===== config.mk =====
export PLATFORM = sky130hd
export DESIGN_NAME = ccb_cfg_regs
export DESIGN_NICKNAME = d
export VERILOG_FILES = /design/src/rtl/ccb_pkg.sv /design/src/rtl/ccb_cfg_regs.sv /design/src/rtl/ccb_zout_decode.sv /design/src/rtl/ccb_stop_ctrl.sv
export SDC_FILE = /design/constraint.sdc
export NUM_CORES = 1
export LEC_CHECK = 0
export BUFFER_PORTS_ARGS = -buffer_cell sky130_fd_sc_hd__buf_4
export CAP_MARGIN = 20
export CORE_MARGIN = 8
export CORE_UTILIZATION = 30
export DETAILED_ROUTE_END_ITERATION = 8
export SYNTH_ARGS = -nofsm -noshare
export SYNTH_HDL_FRONTEND = slang
export SYNTH_SLANG_ARGS = --single-unit
export TNS_END_PERCENT = 10

===== constraint.sdc =====
create_clock -name mclk_i -period 2.75 [get_ports mclk_i]
set_input_delay 0.275 -clock mclk_i [delete_from_list [all_inputs] [get_ports mclk_i]]
set_output_delay 0.275 -clock mclk_i [all_outputs]
set_load 0.01 [all_outputs]

===== src/rtl/ccb_pkg.sv =====
// Behaviour
// - Byte 5 read-only revision and vendor codes
// - Byte 6 writable part class and number
// - Byte 7 low five bits: readback length, eight
// - Bytes 8 and 9 reserved, no effect
// - Byte 10 bit 6 keeps config in powerdown
// - Byte 11 bits 1:0 select stopped output state
// - Byte 11 bits 7:6 select feedback impedance
// - Bytes 12, 13 select output impedances
// - Impedance defaults follow the device variant
// - Cleared enable bit forces programmed stopped state
package ccb_pkg;

  ////////////////////////////////////////////////////////////////////////////
  // Register byte addresses
  localparam logic [7:0] ADDR_REV_VENDOR = 8'h05;
  localparam logic [7:0] ADDR_PART_CODE = 8'h06;
  localparam logic [7:0] ADDR_BLOCK_LEN = 8'h07;
  localparam logic [7:0] ADDR_RSVD_A = 8'h08;
  localparam logic [7:0] ADDR_RSVD_B = 8'h09;
  localparam logic [7:0] ADDR_PD_KEEP = 8'h0a;
  localparam logic [7:0] ADDR_STOP_FB = 8'h0b;
  localparam logic [7:0] ADDR_OUT0_Z = 8'h0c;
  localparam logic [7:0] ADDR_OUT1_Z = 8'h0d;

  ////////////////////////////////////////////////////////////////////////////
  // Field positions
  localparam int REV_LSB = 4;
  localparam int CLASS_LSB = 6;
  localparam int KEEP_BIT = 6;
  localparam int FB_Z_LSB = 6;
  localparam int STOP_LSB = 0;
  localparam int OUT0_Z_LSB = 6;
  localparam int OUT1_Z_LSB = 0;

  ////////////////////////////////////////////////////////////////////////////
  // Reset values
  localparam logic [4:0] BLOCK_LEN_RST = 5'h08;
  localparam logic KEEP_RST = 1'b0;
  localparam logic [1:0] STOP_RST = 2'h0;
  localparam logic [7:0] RSVD_READ = 8'h00;

  // Identity codes, values arbitrary
  localparam logic [3:0] REVISION_CODE = 4'h3;
  localparam logic [3:0] VENDOR_CODE = 4'h5;
  localparam logic [1:0] PART_CLASS_RST = 2'h2;
  localparam logic [5:0] PART_NUMBER_RST = 6'h15;

  ////////////////////////////////////////////////////////////////////////////
  // Stopped output state codes
  localparam logic [1:0] STOP_LOW_LOW = 2'h0;
  localparam logic [1:0] STOP_HIZ = 2'h1;
  localparam logic [1:0] STOP_HIGH_LOW = 2'h2;
  localparam logic [1:0] STOP_LOW_HIGH = 2'h3;

  // Impedance codes and their values in ohms
  localparam logic [1:0] ZOUT_33 = 2'h0;
  localparam logic [1:0] ZOUT_85 = 2'h1;
  localparam logic [1:0] ZOUT_100 = 2'h2;
  localparam logic [1:0] ZOUT_RSVD = 2'h3;
  localparam logic [6:0] OHMS_33 = 7'h21;
  localparam logic [6:0] OHMS_85 = 7'h55;
  localparam logic [6:0] OHMS_100 = 7'h64;
  localparam logic [6:0] OHMS_NONE = 7'h00;

  // Device variants
  localparam logic [1:0] VARIANT_100 = 2'h0;
  localparam logic [1:0] VARIANT_85 = 2'h1;
  localparam logic [1:0] VARIANT_FACTORY = 2'h2;

  ////////////////////////////////////////////////////////////////////////////
  // Carriers
  typedef struct packed {
    logic en;
    logic [7:0] addr;
    logic [7:0] data;
  } ccb_wr_type;

  typedef struct packed {
    logic running;
    logic true_lvl;
    logic comp_lvl;
    logic hiz;
  } ccb_drive_type;

  typedef enum logic {
    CCB_ACTIVE,
    CCB_POWERED_DOWN
  } ccb_pd_state_type;

  // Power-up impedance per variant
  function automatic logic [1:0] ccb_zout_default(
    input logic [1:0] variant,
    input logic [1:0] factory
  );
    if (variant == VARIANT_100) begin
      return ZOUT_100;
    end else if (variant == VARIANT_85) begin
      return ZOUT_85;
    end else begin
      return factory;
    end
  endfunction

endpackage


===== src/rtl/ccb_cfg_regs.sv =====
`timescale 1ns/1ps
// Configuration bytes 5 to 13 behind the serial management engine
module ccb_cfg_regs
  import ccb_pkg::*;
#(
  parameter logic [1:0] VARIANT = VARIANT_100,
  parameter logic [1:0] FACTORY_FB_ZOUT = ZOUT_100,
  parameter logic [1:0] FACTORY_OUT0_ZOUT = ZOUT_100,
  parameter logic [1:0] FACTORY_OUT1_ZOUT = ZOUT_100
) (
  // Clock and reset
  input wire logic mclk_i,
  input wire logic nrst_i,
  // Byte write from the protocol engine
  input wire ccb_wr_type wr_i,
  // Byte read from the protocol engine
  input wire logic rd_en_i,
  input wire logic [7:0] rd_addr_i,
  output logic [7:0] rd_data_o,
  output logic rd_valid_o,
  // Block read length for the protocol engine
  output logic [4:0] readback_length_o,
  // Power down
  input wire logic pd_i,
  output logic keep_config_in_powerdown_o,
  // Output enables
  input wire logic [1:0] out_en_bit_i,
  input wire logic [1:0] out_pin_en_i,
  output logic [1:0] stopped_output_state_o,
  // Differential output drive requests
  output ccb_drive_type out0_drive_o,
  output ccb_drive_type out1_drive_o,
  // Impedance selects
  output logic [1:0] feedback_impedance_sel_o,
  output logic [1:0] out0_impedance_sel_o,
  output logic [1:0] out1_impedance_sel_o,
  // Impedance in ohms, zero for the reserved code
  output logic [6:0] feedback_ohms_o,
  output logic [6:0] out0_ohms_o,
  output logic [6:0] out1_ohms_o,
  output logic [2:0] zout_reserved_o
);

  ////////////////////////////////////////////////////////////////////////////
  // Defaults

  // Factory parameters only matter on the programmable variant
  localparam logic [1:0] FB_Z_RST = ccb_zout_default(VARIANT,
    FACTORY_FB_ZOUT);
  localparam logic [1:0] OUT0_Z_RST = ccb_zout_default(VARIANT,
    FACTORY_OUT0_ZOUT);
  localparam logic [1:0] OUT1_Z_RST = ccb_zout_default(VARIANT,
    FACTORY_OUT1_ZOUT);

  // Writable fields
  logic [1:0] part_class_code;
  logic [5:0] part_number_code;
  logic [4:0] readback_length;
  logic keep_config_in_powerdown;
  logic [1:0] stopped_output_state;
  logic [1:0] feedback_impedance_sel;
  logic [1:0] out0_impedance_sel;
  logic [1:0] out1_impedance_sel;

  // Power-down tracking
  ccb_pd_state_type pd_state;
  ccb_pd_state_type next_pd_state;
  logic restore;

  ////////////////////////////////////////////////////////////////////////////
  // Decode helpers

  // Address match shared by every writable byte, kept in one place
  // so the write decodes cannot drift apart
  function automatic logic wr_hit(input ccb_wr_type w, input logic [7:0] a);
    return w.en && (w.addr == a);
  endfunction

  ////////////////////////////////////////////////////////////////////////////
  // Power-down sequencing

  // Enter on pd_i, leave when it drops
  always_comb begin
    next_pd_state = pd_state;
    unique case (pd_state)
      CCB_ACTIVE: begin
        if (pd_i) begin
          next_pd_state = CCB_POWERED_DOWN;
        end
      end
      CCB_POWERED_DOWN: begin
        if (!pd_i) begin
          next_pd_state = CCB_ACTIVE;
        end
      end
    endcase
  end

  // State register of the power-down tracker
  always_ff @(posedge mclk_i or negedge nrst_i) begin
    if (!nrst_i) begin
      pd_state <= CCB_ACTIVE;
    end else begin
      pd_state <= next_pd_state;
    end
  end

  // Held while down with keep cleared so a write cannot sneak in
  assign restore = (pd_state == CCB_POWERED_DOWN) &&
    !keep_config_in_powerdown;

  ////////////////////////////////////////////////////////////////////////////
  // Identity byte 6

  // Writable identity; a restore puts the coded values back
  always_ff @(posedge mclk_i or negedge nrst_i) begin
    if (!nrst_i) begin
      part_class_code <= PART_CLASS_RST;
      part_number_code <= PART_NUMBER_RST;
    end else if (restore) begin
      part_class_code <= PART_CLASS_RST;
      part_number_code <= PART_NUMBER_RST;
    end else if (wr_hit(wr_i, ADDR_PART_CODE)) begin
      part_class_code <= wr_i.data[CLASS_LSB +: 2];
      part_number_code <= wr_i.data[5:0];
    end
  end

  ////////////////////////////////////////////////////////////////////////////
  // Block read length, byte 7

  // Upper three bits are reserved and dropped
  always_ff @(posedge mclk_i or negedge nrst_i) begin
    if (!nrst_i) begin
      readback_length <= BLOCK_LEN_RST;
    end else if (restore) begin
      readback_length <= BLOCK_LEN_RST;
    end else if (wr_hit(wr_i, ADDR_BLOCK_LEN)) begin
      readback_length <= wr_i.data[4:0];
    end
  end

  ////////////////////////////////////////////////////////////////////////////
  // Power-down keep, byte 10

  // Not itself cleared by a restore: clearing it could never be undone
  // Refused while down so the restore decision cannot change midway
  always_ff @(posedge mclk_i or negedge nrst_i) begin
    if (!nrst_i) begin
      keep_config_in_powerdown <= KEEP_RST;
    end else if (wr_hit(wr_i, ADDR_PD_KEEP) &&
                 pd_state == CCB_ACTIVE) begin
      keep_config_in_powerdown <= wr_i.data[KEEP_BIT];
    end
  end

  ////////////////////////////////////////////////////////////////////////////
  // Stopped state and feedback impedance, byte 11

  // Stopped state, low two bits; both output gates share it
  always_ff @(posedge mclk_i or negedge nrst_i) begin
    if (!nrst_i) begin
      stopped_output_state <= STOP_RST;
    end else if (restore) begin
      stopped_output_state <= STOP_RST;
    end else if (wr_hit(wr_i, ADDR_STOP_FB)) begin
      stopped_output_state <= wr_i.data[STOP_LSB +: 2];
    end
  end

  // Feedback impedance, upper two bits; the middle bits are dropped
  always_ff @(posedge mclk_i or negedge nrst_i) begin
    if (!nrst_i) begin
      feedback_impedance_sel <= FB_Z_RST;
    end else if (restore) begin
      feedback_impedance_sel <= FB_Z_RST;
    end else if (wr_hit(wr_i, ADDR_STOP_FB)) begin
      feedback_impedance_sel <= wr_i.data[FB_Z_LSB +: 2];
    end
  end

  ////////////////////////////////////////////////////////////////////////////
  // Output impedances, bytes 12 and 13

  // Output 0, upper two bits of its byte
  always_ff @(posedge mclk_i or negedge nrst_i) begin
    if (!nrst_i) begin
      out0_impedance_sel <= OUT0_Z_RST;
    end else if (restore) begin
      out0_impedance_sel <= OUT0_Z_RST;
    end else if (wr_hit(wr_i, ADDR_OUT0_Z)) begin
      out0_impedance_sel <= wr_i.data[OUT0_Z_LSB +: 2];
    end
  end

  // Output 1, lower two bits of its byte
  always_ff @(posedge mclk_i or negedge nrst_i) begin
    if (!nrst_i) begin
      out1_impedance_sel <= OUT1_Z_RST;
    end else if (restore) begin
      out1_impedance_sel <= OUT1_Z_RST;
    end else if (wr_hit(wr_i, ADDR_OUT1_Z)) begin
      out1_impedance_sel <= wr_i.data[OUT1_Z_LSB +: 2];
    end
  end

  ////////////////////////////////////////////////////////////////////////////
  // Read port

  // Valid follows the request by exactly one edge
  always_ff @(posedge mclk_i or negedge nrst_i) begin
    if (!nrst_i) begin
      rd_valid_o <= 1'b0;
    end else begin
      rd_valid_o <= rd_en_i;
    end
  end

  // One cycle latency; unknown and reserved bytes read zero
  // A write in the same cycle is not seen: the old byte comes back
  always_ff @(posedge mclk_i or negedge nrst_i) begin
    if (!nrst_i) begin
      rd_data_o <= RSVD_READ;
    end else begin
      if (rd_en_i) begin
        unique case (rd_addr_i)
          ADDR_REV_VENDOR: rd_data_o <= {REVISION_CODE, VENDOR_CODE};
          ADDR_PART_CODE: rd_data_o <= {part_class_code, part_number_code};
          ADDR_BLOCK_LEN: rd_data_o <= {3'h0, readback_length};
          ADDR_RSVD_A, ADDR_RSVD_B: rd_data_o <= RSVD_READ;
          ADDR_PD_KEEP: rd_data_o <= {1'b0, keep_config_in_powerdown,
                                      6'h00};
          ADDR_STOP_FB: rd_data_o <= {feedback_impedance_sel, 4'h0,
                                      stopped_output_state};
          ADDR_OUT0_Z: rd_data_o <= {out0_impedance_sel, 6'h00};
          ADDR_OUT1_Z: rd_data_o <= {6'h00, out1_impedance_sel};
          default: rd_data_o <= RSVD_READ;
        endcase
      end
    end
  end

  ////////////////////////////////////////////////////////////////////////////
  // Field outputs

  // Straight from the flops so the engine and trim see no glitches
  assign readback_length_o = readback_length;
  assign keep_config_in_powerdown_o = keep_config_in_powerdown;
  assign stopped_output_state_o = stopped_output_state;
  assign feedback_impedance_sel_o = feedback_impedance_sel;
  assign out0_impedance_sel_o = out0_impedance_sel;
  assign out1_impedance_sel_o = out1_impedance_sel;

  ////////////////////////////////////////////////////////////////////////////
  // Output gating

  // Both outputs park in the one programmed stopped state
  ccb_stop_ctrl u_stop0 (
    .mclk_i(mclk_i),
    .nrst_i(nrst_i),
    .en_bit_i(out_en_bit_i[0]),
    .pin_en_i(out_pin_en_i[0]),
    .stop_code_i(stopped_output_state),
    .drive_o(out0_drive_o)
  );

  ccb_stop_ctrl u_stop1 (
    .mclk_i(mclk_i),
    .nrst_i(nrst_i),
    .en_bit_i(out_en_bit_i[1]),
    .pin_en_i(out_pin_en_i[1]),
    .stop_code_i(stopped_output_state),
    .drive_o(out1_drive_o)
  );

  ////////////////////////////////////////////////////////////////////////////
  // Impedance decode

  // A reserved code trims nothing and raises its flag instead
  ccb_zout_decode u_zfb (
    .mclk_i(mclk_i),
    .nrst_i(nrst_i),
    .code_i(feedback_impedance_sel),
    .ohms_o(feedback_ohms_o),
    .reserved_o(zout_reserved_o[0])
  );

  ccb_zout_decode u_z0 (
    .mclk_i(mclk_i),
    .nrst_i(nrst_i),
    .code_i(out0_impedance_sel),
    .ohms_o(out0_ohms_o),
    .reserved_o(zout_reserved_o[1])
  );

  ccb_zout_decode u_z1 (
    .mclk_i(mclk_i),
    .nrst_i(nrst_i),
    .code_i(out1_impedance_sel),
    .ohms_o(out1_ohms_o),
    .reserved_o(zout_reserved_o[2])
  );

endmodule


===== src/rtl/ccb_zout_decode.sv =====
`timescale 1ns/1ps
// Turns an impedance code into ohms for the analog trim
module ccb_zout_decode
  import ccb_pkg::*;
(
  // Clock and reset
  input wire logic mclk_i,
  input wire logic nrst_i,
  // Code
  input wire logic [1:0] code_i,
  // Result
  output logic [6:0] ohms_o,
  output logic reserved_o
);

  // Registered so the trim sees no decode glitches
  always_ff @(posedge mclk_i or negedge nrst_i) begin
    if (!nrst_i) begin
      ohms_o <= OHMS_NONE;
      reserved_o <= 1'b0;
    end else begin
      unique case (code_i)
        ZOUT_33: ohms_o <= OHMS_33;
        ZOUT_85: ohms_o <= OHMS_85;
        ZOUT_100: ohms_o <= OHMS_100;
        ZOUT_RSVD: ohms_o <= OHMS_NONE;
      endcase
      reserved_o <= (code_i == ZOUT_RSVD);
    end
  end

endmodule


===== src/rtl/ccb_stop_ctrl.sv =====
`timescale 1ns/1ps
// Per-output gate: runs the clock or parks it in the stopped state
module ccb_stop_ctrl
  import ccb_pkg::*;
(
  // Clock and reset
  input wire logic mclk_i,
  input wire logic nrst_i,
  // Enables
  input wire logic en_bit_i,
  input wire logic pin_en_i,
  // Stopped state code
  input wire logic [1:0] stop_code_i,
  // Drive request
  output ccb_drive_type drive_o
);

  // A cleared enable bit overrides the pin
  always_ff @(posedge mclk_i or negedge nrst_i) begin
    if (!nrst_i) begin
      drive_o <= '0;
    end else begin
      drive_o.running <= en_bit_i && pin_en_i;
      unique case (stop_code_i)
        STOP_LOW_LOW: begin
          drive_o.true_lvl <= 1'b0;
          drive_o.comp_lvl <= 1'b0;
          drive_o.hiz <= 1'b0;
        end
        STOP_HIZ: begin
          drive_o.true_lvl <= 1'b0;
          drive_o.comp_lvl <= 1'b0;
          drive_o.hiz <= 1'b1;
        end
        STOP_HIGH_LOW: begin
          drive_o.true_lvl <= 1'b1;
          drive_o.comp_lvl <= 1'b0;
          drive_o.hiz <= 1'b0;
        end
        STOP_LOW_HIGH: begin
          drive_o.true_lvl <= 1'b0;
          drive_o.comp_lvl <= 1'b1;
          drive_o.hiz <= 1'b0;
        end
      endcase
    end
  end

endmodule


==> results list <==
- Yosys printed 0 warnings.
* Design Power: 0.00134 W
* Core area: 8130 µm²
* FF+latch area: 1310 µm²
* Power Dens Cells: 420 nW/µm²
- In this run the tool buffered the top-level ports with 81 buffer cells.
- The floorplan step defined a die boundary enclosing 11500 µm².
- After synthesis the netlist holds a flip-flop and latch count of 52.
* Ranking of synthesized cells by instance count: sky130_fd_sc_hd__dfrtp_1 (44), sky130_fd_sc_hd__buf_4 (16), sky130_fd_sc_hd__o21ai_0 (16)
- In the synthesized netlist the dominant register cell turns out to be sky130_fd_sc_hd__dfrtp_1.
- Share of the clock period used by the worst path: 0.612
- Worst setup path class: register to register
- Fraction of layout cells with a size suffix above 1: 0.365
- After filler insertion, the fill cell instance count of the layout stands at 801.
- The number of antenna diodes in the final layout is 0.
- STA classifies the critical path endpoint as a register.
- For this run, design rule violations remaining after detail routing come to 0.
- The pre-antenna-repair detailed-routing pass consisted of 4 iterations.
- Setup violations remaining at the end of the flow were counted as 0.
* Startpoint of the most critical register-to-register path: keep_config_in_powerdown_o$_DFFE_PN0P_
- Total Routed Length: 6230 µm
* Max-cap viol count: 0
- Clock Sinks: 52
- Number of distinct library cells after synthesis: 43
* Violated checks: negative hold slack
- Once detail routing completed, the nets flagged for antenna violations numbered 0.
* Clock tree buffer depth: 2
* All-Layer GR Usage: 0.109
* Vias: 1898
* Leftover overflow at the end of global routing: 0
- Last weighted congestion value of the routability-driven placer: 0.746
- The die is 107 µm wide.
- The number of antenna violations at the first check in global routing was 0.
* Max VDD drop: 0.207 mV
- Using the TritonRoute via totals, the vias-per-cell ratio works out to 4.67.
* Setup repair after global routing missed its margin: no
- Area share of the largest cell type after synthesis: 0.441
- Along the worst path, the maximum fanout reaches 25.
* Worst clock skew: 0.00457 ns
* CTS Buf Count: 5
- Gates resized during post-CTS repair numbered 0.
- In the synthesized netlist the async set-or-reset flop fraction comes to 1.00.
- Measured against its own limit, the worst slew margin works out to 0.393.
* Max-slew violation count: 0
- The worst setup path is launched from a register.
- Result of the run: complete, but fails checks
- Time the worst path needs with I/O delays and setup: 1.68 ns
* Largest net degree at the start of global routing: 53
- The floorplan has 33 rows.
* Routed wirelength normalized by instance count: 15.3 µm
* Hold buffer count at CTS: 0
* Mean post-synth cell area: 10.8 µm²
* Effective utilization at floorplan: 0.307
* Cell types occupying the most area after synthesis: sky130_fd_sc_hd__dfrtp_1 (44%), sky130_fd_sc_hd__dfstp_2 (8.4%), sky130_fd_sc_hd__ha_1 (6.0%)
- Register area share after synthesis: 0.526
- Post-CTS timing repair inserted 0 buffers for setup.
- Area of the multi-input gates: 1010 µm²
* Vias in the first global route: 1931
- After routing, the total negative slack on setup checks comes to 0 ns.
- Area growth from synthesis to final layout: 28.1%
* Number of flops mapped to enable cells by yosys: 0
- Most frequent cell after synthesis: sky130_fd_sc_hd__dfrtp_1
- Number of primary I/O pins: 88
- Clock latency on the worst-skew pair, taken at its later pin, is 0.30 ns.
- Worst slew pin tran: 0.909 ns
* Die span in y: 107 µm
* Initial DRC count: 49
- First-pass GRT wire length: 10000 µm
- Clock tree from TritonCTS: done
- Timing-limited maximum frequency: 0.594 GHz
- Counting every instance in the synthesized netlist gives 231.
* Critical Path AT: 1.90 ns
- Number of hold violations in the final report: 17
- The H-tree was split into 2 levels.
* Cell at the root of the clock tree: sky130_fd_sc_hd__clkbuf_8
- Static leakage: 1.51 nW
- Worst Hold Margin: -0.0130 ns
- sky130_fd_sc_hd__dfrtp_1 takes more of the synthesized area than any other cell.
- For the worst setup path, the data required time is 2.97 ns.
- Nets: 345
- Crit path launch: keep_config_in_powerdown_o$_DFFE_PN0P_
* Clock transition time at the flip-flop clock pins of the worst setup and hold paths: 0.09 ns
- Half-perimeter wire length after placement: 4770 µm
- Cell area after technology mapping: 2490 µm²
* Class of the worst hold path: input port to asynchronous set/reset pin
[layout make-up]
| class | count | area share |
|---|---|---|
| Sequential cell | 52 | 0.410 |
| Clock buffer | 6 | 0.0258 |
| Multi-Input combinational cell | 150 | 0.318 |
| Tap cell | 105 | 0.0411 |
| Inverter | 10 | 0.0117 |
| Clock inverter | 2 | 0.00313 |
| Timing Repair Buffer | 81 | 0.190 |
[cells in the final DEF (no fill, tap or decap), types with 2 or more instances in the layout]
cell type and instances:
sky130_fd_sc_hd__ha_1 12, sky130_fd_sc_hd__a22o_1 3, sky130_fd_sc_hd__nor4_1 2, sky130_fd_sc_hd__o21ai_0 16, sky130_fd_sc_hd__nor4bb_1 3, sky130_fd_sc_hd__clkbuf_8 6
sky130_fd_sc_hd__dfrtp_1 44, sky130_fd_sc_hd__inv_1 10, sky130_fd_sc_hd__a21oi_1 9, sky130_fd_sc_hd__nand2b_1 2, sky130_fd_sc_hd__nor3_1 8, sky130_fd_sc_hd__and3b_1 2
sky130_fd_sc_hd__and2_1 4, sky130_fd_sc_hd__conb_1 6, sky130_fd_sc_hd__a31oi_1 2, sky130_fd_sc_hd__nand2_1 14, sky130_fd_sc_hd__buf_4 81, sky130_fd_sc_hd__nand4_1 3
sky130_fd_sc_hd__and4b_1 4, sky130_fd_sc_hd__dfstp_2 8, sky130_fd_sc_hd__clkinv_2 2, sky130_fd_sc_hd__nor2_1 9, sky130_fd_sc_hd__or2_2 7, sky130_fd_sc_hd__nand3_1 15
sky130_fd_sc_hd__or4b_4 2, sky130_fd_sc_hd__o32ai_1 3, sky130_fd_sc_hd__nor2b_1 7
[worst max-delay path: stages, from the launching register on]
cell and delay [ns]:
sky130_fd_sc_hd__dfrtp_1 0.44, sky130_fd_sc_hd__nand2b_1 0.72, sky130_fd_sc_hd__nand2_1 0.23, sky130_fd_sc_hd__o21ai_0 0.21
[logic make-up after synthesis]
kind of cell	after synthesis	share of synthesized area
adders and majority gates	12	0.0602
buffers and inverters	34	0.0752
DFF	52	0.526
other	1	0.00150
AOI/OAI and AO/OA	42	0.108
and+or+nand+nor	88	0.221
muxes	2	0.00853
[where the power goes]
group,switching [W],internal (W),leakage [nW]
logic,0.0000710,0.0000505,0.801
registers,0.00000246,0.000769,0.661
clock network,0.000247,0.000201,0.0510
total,0.000321,0.00102,1.51
[per-layer routing]
layer	vias up	GRT usage	part of all wire
met1	903	0.142	0.47
li1	929	-	-
met2	64	0.163	0.44
met5	-	0	0
met3	2	0.0408	0.087
met4	0	0.0332	0.0058
[stage by stage]
stage | utilization | setup slack (ns) | instances | hold slack [ns] | area, µm²
after detailed placement | 0.381 | 0.828 | 398 | 0.358 | 3100
after floorplan | - | 1.11 | 236 | -0.0206 | 2510
final | 0.393 | 1.07 | 406 | -0.0130 | 3200
after global routing | 0.393 | 0.861 | 406 | 0.0409 | 3200
after CTS | 0.393 | 1.06 | 406 | 0.0204 | 3200
after global placement | 0.381 | 0.852 | 398 | 0.349 | 3100
[path summary, 6_finish.rpt]
path	to	slack (ns)	depth (start not counted)
max	readback_length_o[0]$_DFFE_PN0P_	1.07	3
min	u_stop0.drive_o[3]$_DFF_PN0_	-0.01	1
max reg2reg	readback_length_o[0]$_DFFE_PN0P_	1.07	3
min reg2reg	rd_data_o[5]$_DFFE_PN0P_	0.50	1
max in group asynchronous	stopped_output_state_o[0]$_DFFE_PN0P_	2.31	1
min in group mclk_i	pd_state$_DFF_PN0_	0.08	1
[state kept, by name, indices dropped and copies added, names as in the netlist, 4 cells and up]
signal and cells:
u_z1.ohms_o 4, u_stop1.drive_o 4, u_zfb.ohms_o 4, readback_length_o 5, part_number_code 6, u_z0.ohms_o 4, rd_data_o 8
Power figures use the tool's default switching activity.
